## config.mk

```make
export PLATFORM = sky130hd
export DESIGN_NAME = fspc_ctrl
export DESIGN_NICKNAME = d
export VERILOG_FILES = /design/src/rtl/fspc_pkg.sv /design/src/rtl/fspc_ctrl.sv /design/src/rtl/fspc_page_buf.sv
export VERILOG_INCLUDE_DIRS = /design/src /design/src/rtl
export SDC_FILE = /design/constraint.sdc
export NUM_CORES = 1
export LEC_CHECK = 0
export ABC_CLOCK_PERIOD_IN_PS = 6900
export BUFFER_PORTS_ARGS = -buffer_cell sky130_fd_sc_hd__buf_2
export CELL_PAD_IN_SITES_DETAIL_PLACEMENT = 1
export CELL_PAD_IN_SITES_GLOBAL_PLACEMENT = 2
export CORE_MARGIN = 2
export CORE_UTILIZATION = 52
export DETAILED_ROUTE_END_ITERATION = 12
export GPL_ROUTABILITY_DRIVEN = 0
export PLACE_DENSITY = 0.82
export SLEW_MARGIN = 20
export SYNTH_ARGS = -nofsm -noshare
export SYNTH_HDL_FRONTEND = slang
export SYNTH_SLANG_ARGS = --single-unit
```

## constraint.sdc

```tcl
create_clock -name clk -period 6.9 [get_ports clk]
set_input_delay 1.035 -clock clk [delete_from_list [all_inputs] [get_ports clk]]
set_output_delay 1.035 -clock clk [all_outputs]
set_load 0.02 [all_outputs]
```

## src/rtl/fspc_consts.svh

```systemverilog
// Purpose: Constants of the flash self-program control block.
// Assumes: A 250 MHz CPU clock, 14-bit word addresses.
// Notes: Offsets, fields, resets, commands and timing counts.
`ifndef FSPC_CONSTS_SVH
`define FSPC_CONSTS_SVH
`define FSPC_CTL_IO_ADDR 8'h37
`define FSPC_DS_OFFSET 8'h20
`define FSPC_CTL_RESET 8'h00
`define FSPC_BIT_IRQ_EN 7
`define FSPC_BIT_BUSY 6
`define FSPC_BIT_RSVD 5
`define FSPC_BIT_OP_EN 0
`define FSPC_CMD_READ_EN 5'h11
`define FSPC_CMD_LOCK 5'h09
`define FSPC_CMD_PG_WRITE 5'h05
`define FSPC_CMD_PG_ERASE 5'h03
`define FSPC_CMD_FILL 5'h01
`define FSPC_SPM_WIN 3'h4
`define FSPC_LPM_WIN 3'h3
`define FSPC_CLK_PERIOD_PS 4000
`define FSPC_PROG_MAX_NS 4500000
`define FSPC_PROG_MAX_CYC (`FSPC_PROG_MAX_NS / (`FSPC_CLK_PERIOD_PS / 1000))
`define FSPC_PROG_RC_TICKS 3700
`define FSPC_PAGE_WORDS 64
`define FSPC_RWW_PAGES 8'hE0
`define FSPC_BOOT_256 14'h3F00
`define FSPC_BOOT_512 14'h3E00
`define FSPC_BOOT_1K 14'h3C00
`define FSPC_BOOT_2K 14'h3800
`define FSPC_LOCK_RESET 8'hFF
`define FSPC_LOCK_PROG_MASK 8'h3C
`define FSPC_ERASED_WORD 16'hFFFF
`endif

```

## src/rtl/fspc_pkg.sv

```systemverilog
// Purpose: Types shared by the flash self-program control block.
// Assumes: Nothing beyond the constants header.
// Notes: States and flash operation codes.
package fspc_pkg;
  typedef enum logic [1:0] {
    FSPC_ST_IDLE = 2'b00,
    FSPC_ST_ARMED = 2'b01,
    FSPC_ST_RUN = 2'b10
  } fspc_state_t;
  typedef enum logic [1:0] {
    FSPC_OP_NONE = 2'b00,
    FSPC_OP_ERASE = 2'b01,
    FSPC_OP_WRITE = 2'b10,
    FSPC_OP_LOCK = 2'b11
  } fspc_op_t;
endpackage

```

## src/rtl/fspc_ctrl.sv

```systemverilog
// Purpose: Self-program control of on-chip flash driven by the CPU.
// Assumes: CPU strobes are synchronous; rc_tick is the calibrated RC clock
//   already brought into this domain as a one-cycle pulse.
// Notes: The control register answers at one I/O offset and its data-space alias.
// Notes on behaviour
// - Each erase, write or lock ends within 4.5 ms.
// - Programming time counted on RC oscillator ticks.
// - Boot size fuse picks boot section start.
// - Pages below 224 form the read-while-write section.
// - Z bits 14-7 pick page, 6-1 word.
// - Z bit 15 ignored; bits 1-0 select LPM byte.
// - Register at I/O 0x37 and data 0x57.
// - Ready interrupt while enabled and op idle.
// - Erase or write to section sets busy.
// - Buffer fill clears the busy flag.
// - Read-enable command clears busy when idle.
// - Read-enable write during fill discards buffer.
// - Lock command programs lock bits from R0.
// - LPM in three cycles reads lock/fuse.
// - Page write command writes buffer to page.
// - Write to the other section halts CPU.
// - Erase command erases addressed page.
// - Fill stores R1:R0; enable bit times out.
// - Undefined command patterns do not arm; one with bit 4 set still discards the buffer.
// - EEPROM write blocks programming and fuse reads.
`timescale 1ns/100ps
`include "fspc_consts.svh"
module fspc_ctrl #(
  parameter int unsigned PROG_RC_TICKS = `FSPC_PROG_RC_TICKS,
  parameter int unsigned PROG_MAX_CYC = `FSPC_PROG_MAX_CYC
) (
  input wire logic clk,
  input wire logic arst_n,
  input wire logic io_space,
  input wire logic [7:0] bus_addr,
  input wire logic bus_wr,
  input wire logic bus_rd,
  input wire logic [7:0] bus_wdata,
  output logic [7:0] bus_rdata,
  input wire logic spm_exec,
  input wire logic lpm_exec,
  input wire logic [15:0] z_ptr,
  input wire logic [7:0] r0_data,
  input wire logic [7:0] r1_data,
  input wire logic gie,
  input wire logic eeprom_write_busy,
  input wire logic boot_size_hi,
  input wire logic boot_size_lo,
  input wire logic [7:0] fuse_low,
  input wire logic [7:0] fuse_high,
  input wire logic rc_tick,
  output logic lpm_take,
  output logic [7:0] lpm_data,
  output logic spm_irq,
  output logic cpu_halt,
  output logic rw_section_busy,
  output logic [13:0] boot_start,
  output logic flash_start,
  output fspc_pkg::fspc_op_t flash_op,
  output logic [7:0] flash_page,
  output logic flash_wstrb,
  output logic [5:0] flash_wword,
  output logic [15:0] flash_wdata,
  output logic [7:0] lock_bits
);
  import fspc_pkg::*;

  localparam int unsigned RCW = $clog2(PROG_RC_TICKS + 1);
  localparam int unsigned CYW = $clog2(PROG_MAX_CYC + 1);

  if (PROG_RC_TICKS < 1 || PROG_MAX_CYC < 2) begin : g_chk
    $error("fspc_ctrl: program time counts too small");
  end

  fspc_state_t st_r;
  fspc_op_t op_r;
  logic irq_en_r;
  logic busy_r;
  logic [4:1] cmd_r;
  logic [2:0] win_r;
  logic [7:0] page_r;
  logic [RCW-1:0] rc_cnt_r;
  logic [CYW-1:0] cyc_cnt_r;
  logic halt_r;
  logic [`FSPC_PAGE_WORDS-1:0] valid_r;
  logic [7:0] lock_r;
  logic [7:0] lock_val_r;
  logic [6:0] wr_idx_r;
  logic rd_pend_r;
  logic rd_valid_r;
  logic [5:0] rd_word_r;
  logic [15:0] buf_rd;
  logic wr_hit;
  logic rd_hit;
  logic cmd_ok;
  logic spm_go;
  logic fill_go;
  logic done;
  logic [4:0] wcmd;

  // Matches the I/O offset or its data-space alias.
  function automatic logic addr_hit(input logic io, input logic [7:0] a);
    if (io) begin
      addr_hit = (a == `FSPC_CTL_IO_ADDR);
    end else begin
      addr_hit = (a == `FSPC_CTL_IO_ADDR + `FSPC_DS_OFFSET);
    end
  endfunction

  function automatic logic page_in_rww(input logic [7:0] p);
    page_in_rww = (p < `FSPC_RWW_PAGES);
  endfunction

  assign wr_hit = bus_wr & addr_hit(io_space, bus_addr);
  assign rd_hit = bus_rd & addr_hit(io_space, bus_addr);
  assign wcmd = bus_wdata[4:0];
  assign cmd_ok = (wcmd == `FSPC_CMD_READ_EN) || (wcmd == `FSPC_CMD_LOCK) ||
                  (wcmd == `FSPC_CMD_PG_WRITE) || (wcmd == `FSPC_CMD_PG_ERASE) ||
                  (wcmd == `FSPC_CMD_FILL);
  // An EEPROM write that starts after arming still blocks the store.
  assign spm_go = spm_exec && st_r == FSPC_ST_ARMED && win_r != 3'h0 &&
                  !eeprom_write_busy;
  assign fill_go = spm_go && cmd_r == 4'h0;
  assign done = st_r == FSPC_ST_RUN &&
                ((rc_tick && rc_cnt_r == RCW'(PROG_RC_TICKS - 1)) ||
                 cyc_cnt_r == CYW'(PROG_MAX_CYC - 1));

  always_comb begin
    case ({boot_size_hi, boot_size_lo})
      2'b11: boot_start = `FSPC_BOOT_256;
      2'b10: boot_start = `FSPC_BOOT_512;
      2'b01: boot_start = `FSPC_BOOT_1K;
      default: boot_start = `FSPC_BOOT_2K;
    endcase
  end

  assign spm_irq = irq_en_r & gie & (st_r == FSPC_ST_IDLE);
  assign rw_section_busy = busy_r;
  assign cpu_halt = halt_r;
  assign lock_bits = lock_r;

  // Command arming, the access window and the operation sequence.
  always_ff @(posedge clk or negedge arst_n) begin
    if (!arst_n) begin
      st_r <= FSPC_ST_IDLE;
      cmd_r <= 4'h0;
      win_r <= 3'h0;
      op_r <= FSPC_OP_NONE;
    end else begin
      case (st_r)
        FSPC_ST_IDLE, FSPC_ST_ARMED: begin
          if (wr_hit && bus_wdata[`FSPC_BIT_OP_EN] && cmd_ok && !eeprom_write_busy) begin
            st_r <= FSPC_ST_ARMED;
            cmd_r <= wcmd[4:1];
            win_r <= `FSPC_SPM_WIN;
          end else if (spm_go) begin
            case ({cmd_r, 1'b1})
              `FSPC_CMD_PG_ERASE: begin
                st_r <= FSPC_ST_RUN;
                op_r <= FSPC_OP_ERASE;
              end
              `FSPC_CMD_PG_WRITE: begin
                st_r <= FSPC_ST_RUN;
                op_r <= FSPC_OP_WRITE;
              end
              `FSPC_CMD_LOCK: begin
                st_r <= FSPC_ST_RUN;
                op_r <= FSPC_OP_LOCK;
              end
              default: begin
                st_r <= FSPC_ST_IDLE;
                cmd_r <= 4'h0;
              end
            endcase
            win_r <= 3'h0;
          end else if (st_r == FSPC_ST_ARMED) begin
            if (win_r <= 3'h1) begin
              st_r <= FSPC_ST_IDLE;
              cmd_r <= 4'h0;
              win_r <= 3'h0;
            end else begin
              win_r <= win_r - 3'h1;
            end
          end
        end
        FSPC_ST_RUN: begin
          if (done) begin
            st_r <= FSPC_ST_IDLE;
            cmd_r <= 4'h0;
            op_r <= FSPC_OP_NONE;
          end
        end
        default: begin
          st_r <= FSPC_ST_IDLE;
        end
      endcase
    end
  end

  always_ff @(posedge clk or negedge arst_n) begin
    if (!arst_n) begin
      irq_en_r <= 1'b0;
    end else if (wr_hit) begin
      irq_en_r <= bus_wdata[`FSPC_BIT_IRQ_EN];
    end
  end

  // Section busy: set by an erase or write into the section, cleared by a fill
  // or by the read-enable command once the flash is idle.
  always_ff @(posedge clk or negedge arst_n) begin
    if (!arst_n) begin
      busy_r <= 1'b0;
    end else if (spm_go && cmd_r[2:1] != 2'b00 && cmd_r[4:3] == 2'b00) begin
      busy_r <= page_in_rww(z_ptr[14:7]) | busy_r;
    end else if (fill_go) begin
      busy_r <= 1'b0;
    end else if (spm_go && {cmd_r, 1'b1} == `FSPC_CMD_READ_EN) begin
      busy_r <= 1'b0;
    end
  end

  // Program time runs on RC ticks, with a CPU-cycle ceiling as a backstop.
  always_ff @(posedge clk or negedge arst_n) begin
    if (!arst_n) begin
      rc_cnt_r <= '0;
      cyc_cnt_r <= '0;
    end else if (st_r != FSPC_ST_RUN || done) begin
      rc_cnt_r <= '0;
      cyc_cnt_r <= '0;
    end else begin
      if (rc_tick) begin
        rc_cnt_r <= rc_cnt_r + RCW'(1);
      end
      cyc_cnt_r <= cyc_cnt_r + CYW'(1);
    end
  end

  always_ff @(posedge clk or negedge arst_n) begin
    if (!arst_n) begin
      page_r <= 8'h00;
      halt_r <= 1'b0;
      lock_val_r <= 8'h00;
    end else if (spm_go && st_r != FSPC_ST_RUN) begin
      page_r <= z_ptr[14:7];
      lock_val_r <= r0_data;
      halt_r <= (cmd_r[2:1] != 2'b00) && (cmd_r[4:3] == 2'b00) &&
                !page_in_rww(z_ptr[14:7]);
    end else if (done) begin
      halt_r <= 1'b0;
    end
  end

  // Only the boot lock bits can be programmed; and Z play no part.
  always_ff @(posedge clk or negedge arst_n) begin
    if (!arst_n) begin
      lock_r <= `FSPC_LOCK_RESET;
    end else if (done && op_r == FSPC_OP_LOCK) begin
      lock_r <= lock_r & (lock_val_r | ~`FSPC_LOCK_PROG_MASK);
    end
  end

  // Words the buffer really holds; a discarded or written buffer reads erased.
  always_ff @(posedge clk or negedge arst_n) begin
    if (!arst_n) begin
      valid_r <= '0;
    end else if (wr_hit && bus_wdata[4] && valid_r != '0 && st_r != FSPC_ST_RUN) begin
      valid_r <= '0;
    end else if (fill_go) begin
      valid_r[z_ptr[6:1]] <= 1'b1;
    end else if (done && op_r == FSPC_OP_WRITE) begin
      valid_r <= '0;
    end
  end

  fspc_page_buf #(
    .WIDTH(16),
    .DEPTH(`FSPC_PAGE_WORDS)
  ) u_buf (
    .clk(clk),
    .wr_en(fill_go),
    .wr_addr(z_ptr[6:1]),
    .wr_data({r1_data, r0_data}),
    .rd_addr(wr_idx_r[5:0]),
    .rd_data(buf_rd)
  );

  // During a page write the buffer is streamed to the array one word a cycle.
  always_ff @(posedge clk or negedge arst_n) begin
    if (!arst_n) begin
      wr_idx_r <= 7'h40;
      rd_pend_r <= 1'b0;
      rd_valid_r <= 1'b0;
      rd_word_r <= 6'h00;
    end else begin
      if (spm_go && {cmd_r, 1'b1} == `FSPC_CMD_PG_WRITE) begin
        wr_idx_r <= 7'h00;
      end else if (!wr_idx_r[6]) begin
        wr_idx_r <= wr_idx_r + 7'h01;
      end
      rd_pend_r <= !wr_idx_r[6];
      rd_valid_r <= valid_r[wr_idx_r[5:0]];
      rd_word_r <= wr_idx_r[5:0];
    end
  end

  always_ff @(posedge clk or negedge arst_n) begin
    if (!arst_n) begin
      flash_start <= 1'b0;
      flash_op <= FSPC_OP_NONE;
      flash_page <= 8'h00;
      flash_wstrb <= 1'b0;
      flash_wword <= 6'h00;
      flash_wdata <= 16'h0000;
    end else begin
      flash_start <= spm_go && cmd_r != 4'h0 && {cmd_r, 1'b1} != `FSPC_CMD_READ_EN;
      flash_op <= op_r;
      flash_page <= page_r;
      flash_wstrb <= rd_pend_r;
      flash_wword <= rd_word_r;
      flash_wdata <= rd_valid_r ? buf_rd : `FSPC_ERASED_WORD;
    end
  end

  // Lock and fuse readback inside the three-cycle window.
  always_ff @(posedge clk or negedge arst_n) begin
    if (!arst_n) begin
      lpm_take <= 1'b0;
      lpm_data <= 8'h00;
    end else begin
      lpm_take <= lpm_exec && st_r == FSPC_ST_ARMED && {cmd_r, 1'b1} == `FSPC_CMD_LOCK &&
                  win_r >= 3'h2 && !eeprom_write_busy;
      if (z_ptr[0]) begin
        lpm_data <= lock_r;
      end else if (z_ptr[1]) begin
        lpm_data <= fuse_high;
      end else begin
        lpm_data <= fuse_low;
      end
    end
  end

  always_ff @(posedge clk or negedge arst_n) begin
    if (!arst_n) begin
      bus_rdata <= `FSPC_CTL_RESET;
    end else if (rd_hit) begin
      bus_rdata <= {irq_en_r, busy_r, 1'b0, cmd_r, st_r != FSPC_ST_IDLE};
    end
  end

  a_irq_level: assert property (@(posedge clk) disable iff (!arst_n)
    irq_en_r && gie && st_r == FSPC_ST_IDLE |-> spm_irq)
    else $error("ready interrupt missing");
  a_arm_timeout: assert property (@(posedge clk) disable iff (!arst_n)
    st_r == FSPC_ST_ARMED && win_r == 3'h1 && !spm_exec && !wr_hit |=> st_r == FSPC_ST_IDLE)
    else $error("armed command outlived its window");
  a_arm_window: assert property (@(posedge clk) disable iff (!arst_n)
    wr_hit && cmd_ok && bus_wdata[0] && st_r == FSPC_ST_IDLE && !eeprom_write_busy
    ##1 (!spm_exec && !wr_hit) [*3] |=> st_r == FSPC_ST_ARMED)
    else $error("window shorter than four cycles");
  a_busy_set: assert property (@(posedge clk) disable iff (!arst_n)
    spm_go && {cmd_r, 1'b1} == `FSPC_CMD_PG_ERASE && page_in_rww(z_ptr[14:7])
    |=> rw_section_busy && flash_start)
    else $error("busy not set on erase");
  a_fill_clear: assert property (@(posedge clk) disable iff (!arst_n)
    fill_go |=> !rw_section_busy && st_r == FSPC_ST_IDLE)
    else $error("fill did not clear busy");
  a_run_bound: assert property (@(posedge clk) disable iff (!arst_n)
    st_r == FSPC_ST_RUN |-> cyc_cnt_r < CYW'(PROG_MAX_CYC))
    else $error("program time exceeded");
  a_halt_write: assert property (@(posedge clk) disable iff (!arst_n)
    spm_go && {cmd_r, 1'b1} == `FSPC_CMD_PG_WRITE && !page_in_rww(z_ptr[14:7])
    |=> cpu_halt throughout (st_r == FSPC_ST_RUN) [*2])
    else $error("CPU not halted");
  a_bad_cmd: assert property (@(posedge clk) disable iff (!arst_n)
    wr_hit && !cmd_ok && st_r == FSPC_ST_IDLE |=> st_r == FSPC_ST_IDLE)
    else $error("undefined command took effect");
  a_ee_block: assert property (@(posedge clk) disable iff (!arst_n)
    eeprom_write_busy && st_r == FSPC_ST_IDLE |=> st_r == FSPC_ST_IDLE && !lpm_take)
    else $error("programming during EEPROM write");
  a_discard: assert property (@(posedge clk) disable iff (!arst_n)
    wr_hit && bus_wdata[4] && st_r != FSPC_ST_RUN |=> valid_r == '0)
    else $error("buffer not discarded");
  a_rsvd_zero: assert property (@(posedge clk) disable iff (!arst_n)
    $past(rd_hit) |-> !bus_rdata[`FSPC_BIT_RSVD])
    else $error("reserved bit set");
  a_reenable: assert property (@(posedge clk) disable iff (!arst_n)
    spm_go && {cmd_r, 1'b1} == `FSPC_CMD_READ_EN |=> !rw_section_busy)
    else $error("read enable failed");
endmodule

```

## src/rtl/fspc_page_buf.sv

```systemverilog
// Purpose: Temporary page buffer, one write port and a registered read port.
// Assumes: Write and read share the clock.
// Notes: No reset on the storage; validity is tracked by the owner.
`timescale 1ns/100ps
module fspc_page_buf #(
  parameter int unsigned WIDTH = 16,
  parameter int unsigned DEPTH = 64
) (
  input wire logic clk,
  input wire logic wr_en,
  input wire logic [$clog2(DEPTH)-1:0] wr_addr,
  input wire logic [WIDTH-1:0] wr_data,
  input wire logic [$clog2(DEPTH)-1:0] rd_addr,
  output logic [WIDTH-1:0] rd_data
);
  logic [WIDTH-1:0] mem [DEPTH];

  if (DEPTH < 2 || WIDTH < 1) begin : g_chk
    $error("fspc_page_buf: bad size");
  end

  always_ff @(posedge clk) begin
    if (wr_en) begin
      mem[wr_addr] <= wr_data;
    end
  end

  always_ff @(posedge clk) begin
    rd_data <= mem[rd_addr];
  end
endmodule

```

==> results.md, run 1 <==
- The clock passes through at most 3 buffers.
- Dividing the synthesized area by the synthesized cell count gives around 19 µm².
- The number of placement rows is roughly 110.
- Across the run, the number of max-cap violations was 0.
- By area the synthesized netlist is led by sky130_fd_sc_hd__edfxtp_1 (64%), sky130_fd_sc_hd__mux4_2 (11%), sky130_fd_sc_hd__dfrtp_1 (9.8%), sky130_fd_sc_hd__mux2i_1 (2.7%), sky130_fd_sc_hd__nor2_1 (1.2%).
- The post-synth design cell area is 47960 µm².
- The H-tree level count is 4.
- Summing the sequential cell areas from Yosys gives 74.81% of the chip area.
- The antenna violation net count after detailed routing is 0.
- The instance count of the mapped netlist is about 2500.
- The overall routed net length is 123.3 mm.
- The clock-pin slew on the worst setup and hold paths is 0.06 ns.
- The worst endpoint data arrival time is between 4 and 5 ns.
- Summing the areas of all xor and xnor instances in the mapped netlist gives less than 1% of the synthesized area.
- The most used flip-flop cell after synthesis is sky130_fd_sc_hd__edfxtp_1.
- For this run, design rule violations remaining after detail routing come to 0.
- The fraction of the cycle the final worst path needs is 59.29%.
- The met1 usage is 35.06%.
- For this run, the post-layout net count is 2794.
- The met2 track demand over resource is 44.02%.
- The number of buffer cells added on primary ports is about 130.
- Measured along the y axis, the die boundary spans 307.7 µm.
- The area growth from synthesis to final layout is 13.08%.
- The cell depth of the worst flop-to-flop path is 7.
- For this configuration, the core starts out at a cell density of between 50% and 60%.
- The die outline area is 94680 µm².
- On the final layout, the worst clock skew is 0.02886 ns.
- The x dimension of the die is between 300 and 400 µm.
- Yosys mapped the design onto 63 distinct sky130hd cell types.
- The first global-routing pass estimated 182.2 mm of wire.
- In the final timing run, aggregate negative setup slack is 0 ns.
- The via-per-instance ratio is 6.291.
- By count the netlist is led by sky130_fd_sc_hd__edfxtp_1 (1024), sky130_fd_sc_hd__mux4_2 (242), sky130_fd_sc_hd__dfrtp_1 (187), sky130_fd_sc_hd__nor2_1 (151), sky130_fd_sc_hd__mux2i_1 (129).
- Measured against its own limit, the worst slew margin works out to 22.27%.
- The pre-antenna-repair detailed-routing pass consisted of 5 iterations.
- Of all nets on the critical path, the largest fanout is 64.
- The startpoint type of the worst setup path is a register.
- The cell sitting at the root of the clock tree is a sky130_fd_sc_hd__clkbuf_16.
- The reg-to-reg critical path endpoint is valid_r[52].
- The class of the worst hold path is input pin to async pin.
- The most numerous cell type found on the critical path is sky130_fd_sc_hd__nor4_1.
- The share of layout cells above drive strength 1 is between 20% and 30%.
- The sequential cell fraction of total power is between 50 and 60%.
- The most instantiated library cell after synthesis is sky130_fd_sc_hd__edfxtp_1.
- The time the worst path needs with I/O delays and setup is 4.091 ns.
- The number of gates resized after cts is 0.
- Of the total synthesized cell area, the portion taken by full adders, half adders and majority gates is less than 1%.
- The HPWL after detailed placement is 72.76 mm.
- The synthesized design contains just over 1000 enable-type register cells.
- The met3 usage is 5.877%.
- After synthesis, the largest family of logic cells by area is multiplexers.
- The final number of hold-violating endpoints was 0.
- The share of flip-flops with an asynchronous set or reset is 15.58%.
- In this design, the stage delay of the slowest critical-path cell is 1.05 ns.
- The flow ran to the end, and the final reports show no timing, DRC or antenna violations.
- The share of the synthesized area in compound gates (AO/OA/AOI/OAI) is 4.312%.
- In this run switching power makes up between 20 and 25% of total power.
- The via total after detailed routing is about 25000.
- The average routed wire per standard cell is roughly 31 µm.
- The cell-internal power is 0.01205 W.
- The placeable core region is 91520 µm².
- The number of hold-repair buffers added at the cts stage is 0.
- The share of synthesized area spent on multiplexers is 14.24%.
- The total routing resource utilization after global routing is approximately a quarter.
- The top cell type by area accounts for 64.12% of the synthesized area.
- The number of clock sinks is around 1200.
- The synthesized flop and latch total is 1232.
- The count of boundary I/O pins is 152.
- The transition time of the tightest slew-check pin is between 1 and 1.5 ns.
- For this design, the slowest cell found on the critical path is sky130_fd_sc_hd__nor4_1.
- Counting both buffers and inverters, the worst setup path holds a total of 1.
- For the worst-skew pair, the clock arrives at the later sink with an insertion delay of 0.75 ns.
- Entering global routing, the biggest net connects 145 pins.
- The detailed router finished its first iteration with 2593 violations.
- The worst endpoint required time is 7.57 ns.
- The worst voltage drop across the vdd grid is 0.2309 mV.
- Summed over all nets, the switching power comes to 0.003052 W.
- The worst hold slack across all endpoints is 0.2552 ns.
- The worst register-to-register path begins at valid_r[0].
- The number of antenna violations at the first check in global routing is 8.
- The critical path in this run is classified as register to register.
- The share of total power in combinational logic is 1.3%.
- TritonCTS built the clock tree.
- The number of buffers added by the clock tree synthesis step is 130.
- Setup repair after global routing left no endpoint under its margin.
- The highest clock frequency the design can meet is ~240 MHz.
- The most utilized layer in the global route result is met2.
- Summing the areas of all and, or, nand and nor instances in the mapped netlist gives 3.911% of the synthesized area.
- After global routing the overflow that remains totals 0.
- The final count of negative-setup-slack endpoints is 0.
- The worst setup path is captured at a register.
- Walking the worst path, the cells encountered are nor4_1 -> nand4_1 -> nor4_1 -> nor3_1 -> a31oi_4 -> buf_4 -> o21a_1.
- For flop-to-flop paths, the worst setup slack is between 2 and 3 ns.
- Summed over all cells, the static leakage comes to 19.55 nW.
- The power density normalized to cell area is 278.4 nW/µm².
- The library cell with the largest summed area after synthesis is sky130_fd_sc_hd__edfxtp_1.
- The via count of the first global-routing pass is 27100.
- For this run, the number of Yosys warnings is 0.
- The largest delay contributor family on the critical path is simple AND/OR/NAND/NOR gates.
- The final number of max-transition violations came to 0.
- The number of setup buffers added after CTS is 0.
- In this run, the clock network consumes 45.2% of the power.
kinds of logic after synthesis:
logic type | after synthesis
other | 2
XOR/XNOR | 32
AO/OA/AOI/OAI | 293
adder cells (fa/ha/maj) | 8
buffers and inverters | 154
flip-flops | 1232
AND/OR/NAND/NOR | 390
multiplexers | 379
power by group through the flow:
stage | logic (W) | registers (W) | clock network, W
finish | 0.000202 | 0.00807 | 0.00683
global route | 0.000219 | 0.00806 | 0.00719
CTS | 0.000203 | 0.00807 | 0.00692
detailed placement | 0.000203 | 0.00822 | 0
global placement | 0.000186 | 0.00822 | 0
floorplan | 0.0000357 | 0.00822 | 0
layout by cell type, fill, tap and decap left out, types with 36 or more instances in the layout:
| cell | Yosys | routed |
|---|---|---|
| sky130_fd_sc_hd__a21oi_1 | 45 | 45 |
| sky130_fd_sc_hd__a221oi_1 | 42 | 42 |
| sky130_fd_sc_hd__buf_2 | 35 | 124 |
| sky130_fd_sc_hd__buf_4 | 45 | 93 |
| sky130_fd_sc_hd__clkbuf_1 | 44 | 36 |
| sky130_fd_sc_hd__clkbuf_16 | 0 | 134 |
| sky130_fd_sc_hd__dfrtp_1 | 187 | 183 |
| sky130_fd_sc_hd__edfxtp_1 | 1024 | 1024 |
| sky130_fd_sc_hd__mux2i_1 | 129 | 129 |
| sky130_fd_sc_hd__mux4_2 | 242 | 242 |
| sky130_fd_sc_hd__nand2_1 | 84 | 84 |
| sky130_fd_sc_hd__nor2_1 | 151 | 139 |
| sky130_fd_sc_hd__o21a_1 | 69 | 69 |
layout make-up:
cell class | count | area (µm²)
sequential | 1232 | 35900
inverter | 7 | 26.28
clock inverter | 55 | 489.2
multi-input combinational | 1118 | 11250
tap | 1186 | 1484
antenna | 1 | 2.502
fill | 7835 | 37290
clock buffer | 183 | 3667
timing repair buffer | 222 | 1413
worst max path at each step:
| stage | from | to | slack, ns | cells after the start |
|---|---|---|---|---|
| final | valid_r[0] | valid_r[52] | 2.81 | 7 |
| after global routing | cmd_r[1] | u_buf.mem[6][12] | 2.77 | 6 |
| after CTS | cmd_r[1] | u_buf.mem[37][15] | 2.96 | 6 |
| after detailed placement | eeprom_write_busy | u_buf.mem[5][8] | 2.58 | 7 |
| after global placement | eeprom_write_busy | u_buf.mem[37][1] | 2.74 | 7 |
| after floorplan | spm_exec | u_buf.mem[24][0] | 3.69 | 6 |
stage by stage:
step           setup WS (ns)  total power [W]  cell area (µm²)  std cells  util, %
3_5_place_dp           2.579         0.008425            50050       3765    54.69
3_3_place_gp           2.744         0.008407            50050       3765    54.69
6_report               2.809          0.01510            54230       4004    59.25
5_1_grt                2.771          0.01548            54230       4003    59.25
4_1_cts                2.964          0.01519            54210       4003    59.23
2_1_floorplan          3.688         0.008261            48010       2504        -
registers in the layout, summed over array words and instances, names as in the netlist, 2 cells and up:
signal,count
valid_r,64
lock_val_r,4
flash_page,8
lpm_data,8
rd_word_r,6
u_buf.rd_data,16
st_r,2
flash_op,2
u_buf.mem,1024
lock_bits,4
wr_idx_r,7
cmd_r,4
cyc_cnt_r,21
op_r,2
flash_wdata,16
flash_wword,6
page_r,8
rc_cnt_r,12
bus_rdata,7
win_r,3
metal layers:
metal	vias to the layer above	part of all wire, %
met4	10	3.4
met3	216	7.5
met2	1039	50
li1	10480	-
met5	-	0.051
met1	13450	39
(Power assumes the default switching activity.)
==> inputs of run 2 (changes only) <==
--- a/config.mk
+++ b/config.mk
@@ -6,15 +6,16 @@
 export SDC_FILE = /design/constraint.sdc
 export NUM_CORES = 1
 export LEC_CHECK = 0
-export ABC_CLOCK_PERIOD_IN_PS = 6900
+export ABC_AREA = 1
+export ABC_CLOCK_PERIOD_IN_PS = 3930
 export BUFFER_PORTS_ARGS = -buffer_cell sky130_fd_sc_hd__buf_2
 export CELL_PAD_IN_SITES_DETAIL_PLACEMENT = 1
 export CELL_PAD_IN_SITES_GLOBAL_PLACEMENT = 2
 export CORE_MARGIN = 2
-export CORE_UTILIZATION = 52
+export CORE_UTILIZATION = 43
 export DETAILED_ROUTE_END_ITERATION = 12
 export GPL_ROUTABILITY_DRIVEN = 0
-export PLACE_DENSITY = 0.82
+export PLACE_DENSITY = 0.78
 export SLEW_MARGIN = 20
 export SYNTH_ARGS = -nofsm -noshare
 export SYNTH_HDL_FRONTEND = slang
==> constraint.sdc (replaced) <==
create_clock -name clk -period 3.93 [get_ports clk]
set_input_delay 0.5895 -clock clk [delete_from_list [all_inputs] [get_ports clk]]
set_output_delay 0.5895 -clock clk [all_outputs]
set_load 0.02 [all_outputs]
==> results.md, run 2 <==
- Clock-pin slew was measured on the worst setup and hold paths at 0.06 ns.
- In the detailed route, the total length drawn on met2 is 71.59 mm.
- The run finished with clean final reports.
- The highest clock frequency the design can meet is 337.5 MHz.
- Setup violations remaining at the end of the flow were counted as 0.
- Between clock sinks in the finished design, the worst skew comes to 0.02410 ns.
- The final number of hold-violating endpoints is 0.
- The worst voltage drop across the vdd grid is 0.4765 mV.
- The reg-to-reg critical path endpoint is u_buf.mem[48][13].
- The TritonCTS clock tree is done.
- The share of synthesized area in the top cell type comes to around three fifths.
- The initial core utilization is 43.35%.
- By area the synthesized netlist is led by sky130_fd_sc_hd__edfxtp_1 (60%), sky130_fd_sc_hd__dfrtp_1 (9.1%), sky130_fd_sc_hd__nor2_1 (6.4%), sky130_fd_sc_hd__o21ai_0 (5.2%), sky130_fd_sc_hd__nand2_1 (3.7%).
- The share of layout cells above drive strength 1 is 13.40%.
- The number of placement rows is between 100 and 150.
- The first global-routing pass estimated 228.2 mm of wire.
- The worst hold path startpoint is z_ptr[9].
- The worst register-to-register path begins at win_r[0].
- The register with the most flip-flops in the final layout is u_buf.mem.
- The most instantiated library cell after synthesis is sky130_fd_sc_hd__edfxtp_1.
- The library cell with the largest summed area after synthesis is sky130_fd_sc_hd__edfxtp_1.
- In this run, synthesis inferred ~1000 flip-flops with an integrated enable.
- The start-to-end type of the worst setup path is register to register.
- After detailed routing, the average wire length per cell comes to 24.44 µm.
- The number of remaining DRC errors is 0.
- The via count of the first global-routing pass is around 36000.
- The highest metal layer carrying signal wires in the routed design is met5.
- The H-tree generated during clock tree synthesis spans 4 levels.
- Measured in cells, the most critical reg-to-reg path has a length of 9.
- The worst hold path was traced through 3 stages.
- The total overflow left after global routing is 0.
- The relative slew slack is 20.62%.
- The detail route stage leaves a number of antenna-violating nets equal to 0.
- The setup total negative slack is 0 ns.
- The sequential share of the synthesized area is 70.09%.
- The time the worst path needs with I/O delays and setup is 2.963 ns.
- Of all nets on the critical path, the largest fanout is 48.
- The number of flip-flops under the largest register name is 1024.
- The maximum number of pins on one net before global-route repair is 135.
- Yosys mapped the design onto 46 distinct sky130hd cell types.
- The HPWL after detailed placement is 91.53 mm.
- The worst endpoint data arrival time is 3.37 ns.
- The via-per-instance ratio is roughly 5.6.
- The transition time of the tightest slew-check pin is about 1.2 ns.
- The most frequent standard cell in the layout excluding fill and tap cells is sky130_fd_sc_hd__edfxtp_1.
- The floorplan step defined a die boundary enclosing 121800 µm².
- 152 I/O pins were placed.
- Excluding fillers, the count of instances in the completed layout stands at 6286.
- The number of gates resized after cts is 0.
- The startpoint type of the worst setup path is a register.
- Setup repair after global routing left no endpoint under its margin.
- The die is 349.0 µm wide.
- During placement, the flow inserted port buffers numbering 132.
- The power density normalized to cell area is 666.6 nW/µm².
- The clock latency on the worst-skew pair is approximately 0.76 ns.
- The number of antenna violations at the first check in global routing was 9.
- For this block, the initial DRC count from the detailed router was between 3000 and 4000.
- Summing every instance area after synthesis gives 51190 µm².
- The per-instance average area after synthesis is 11.43 µm².
- The class of the worst hold path is input pin to register.
- The top cell types in the final layout, fill and taps aside, are sky130_fd_sc_hd__edfxtp_1 (1024), sky130_fd_sc_hd__nor2_1 (873), sky130_fd_sc_hd__o21ai_0 (533).
- After detailed routing, the met3 layer carries 9.186 mm of wire.
- Buffers inserted during clock tree synthesis total 135.
- The predominant post-synthesis flop cell is sky130_fd_sc_hd__edfxtp_1.
- After detailed routing, the wire length on met1 is roughly 68 mm.
- The routed design has 153.6 mm of wire.
- The worst hold path endpoint is page_r[2].
- The share of flip-flops with an asynchronous set or reset is 15.58%.
- The largest registers in the layout are u_buf.mem (1024), valid_r (64), cyc_cnt_r (21).
- The die is roughly 350 µm tall.
- After floorplanning, the core was sized to cover roughly 120000 µm².
- Ranked by instance count, the synthesized netlist is headed by sky130_fd_sc_hd__edfxtp_1 (1024), sky130_fd_sc_hd__nor2_1 (873), sky130_fd_sc_hd__o21ai_0 (533), sky130_fd_sc_hd__nand2_1 (509), sky130_fd_sc_hd__nand3_1 (241).
- The sort of element at the end of the critical path is a register.
- The leakage power of the design is roughly 21 nW.
- For this run, the post-layout net count is 4719.
- Across every metal layer, demand over resource in global routing totals 25.19%.
- The final number of max-transition violations is 0.
- The number of placed instances with taps included is 6030.
- In this run, synthesis produced a sequential element count of 1232.
- Buffers inserted to repair hold after CTS numbered 5.
- Across all register-to-register paths, the minimum setup slack is approximately 0.97 ns.
- The area growth from synthesis to final layout is 13.88%.
- The worst endpoint required time is 4.34 ns.
- Clock tree synthesis selected as its root buffer the cell sky130_fd_sc_hd__clkbuf_16.
- The instance count of the mapped netlist is 4477.
- The buffers inserted during post-CTS setup optimization is 0.
- For this design, the sink count on the clock tree is around 1200.
- Max-cap violations in this run came to 0.
- The yosys synthesis warning count is 0.
- No sink is reached through more buffers than the 3 on the longest clock path.
- The via total after detailed routing is 35040.
- Of the available clock period, the critical path in the final layout requires 75.39%.
- The first detailed-routing pass ran for 5 iterations.
[run 2: worst max-delay path by stage]
stage	depth (start not counted)	from	slack, ns	endpoint
finish	9	win_r[0]	0.97	u_buf.mem[48][13]
global route	9	win_r[1]	0.84	u_buf.mem[32][14]
CTS	9	win_r[0]	0.94	u_buf.mem[48][11]
detailed placement	8	spm_exec	0.95	u_buf.mem[48][4]
global placement	7	z_ptr[1]	1.03	u_buf.mem[53][3]
floorplan	9	win_r[0]	1.02	u_buf.mem[10][0]
[run 2: stage by stage]
stage / total power [W] / setup slack, ns / cell area, µm² / utilization (%) / hold slack, ns
after floorplan: 0.02232 / 1.016 / 51240 / - / 0.2939
after global placement: 0.02658 / 1.028 / 53990 / 45.73 / 0.3317
after detailed placement: 0.02681 / 0.9451 / 53990 / 45.73 / 0.3418
after CTS: 0.03916 / 0.9405 / 58280 / 49.36 / 0.005738
after global routing: 0.04072 / 0.8368 / 58290 / 49.36 / 0.03517
final: 0.03886 / 0.9671 / 58290 / 49.37 / 0.05683
[run 2: where the power goes]
part           leakage (nW)  internal, W  switching [W]  total, W
Clock                  2.08      0.00700        0.00528    0.0123
Sequential             11.5       0.0145       0.000416    0.0149
Combinational          7.14      0.00325        0.00842    0.0117
[run 2: cells by family (layout without fill, tap and decap cells)]
logic type               count (synthesis)  after routing  share of synthesized area [%]
multiplexers                             1              1                        0.01955
AND/OR/NAND/NOR                       1771           1771                          14.13
adder cells (fa/ha/maj)                  7              7                         0.1711
other                                    2             18                        0.01467
buffers and inverters                  516            773                          4.972
XOR/XNOR                                12             12                         0.2053
AO/OA/AOI/OAI                          936            936                          10.39
flip-flops                            1232           1232                          70.09
[run 2: worst max-delay path, cell delays in order (launching register included)]
cell and delay [ns]:
sky130_fd_sc_hd__dfrtp_1 0.35, sky130_fd_sc_hd__inv_1 0.11, sky130_fd_sc_hd__ha_1 0.22, sky130_fd_sc_hd__a21boi_1 0.18, sky130_fd_sc_hd__nand2_2 0.08, sky130_fd_sc_hd__inv_2 0.26
sky130_fd_sc_hd__nand2_4 0.30, sky130_fd_sc_hd__buf_4 0.46, sky130_fd_sc_hd__nor3_2 0.25, sky130_fd_sc_hd__buf_4 0.35
[run 2: routing by layer]
metal	up-vias	global-route usage [%]
li1	15970	-
met1	17820	35.29
met2	1008	39.95
met3	248	3.971
met4	4	8.832
met5	-	0
[run 2: cell type report]
cell class	instances	area, µm²
Antenna cell	2	5.005
Clock buffer	187	3675
Clock inverter	62	566.8
Fill cell	12340	59790
Inverter	220	843.3
Multi-Input combinational cell	2743	13150
Sequential cell	1232	35890
Tap cell	1536	1922
Timing Repair Buffer	304	2242
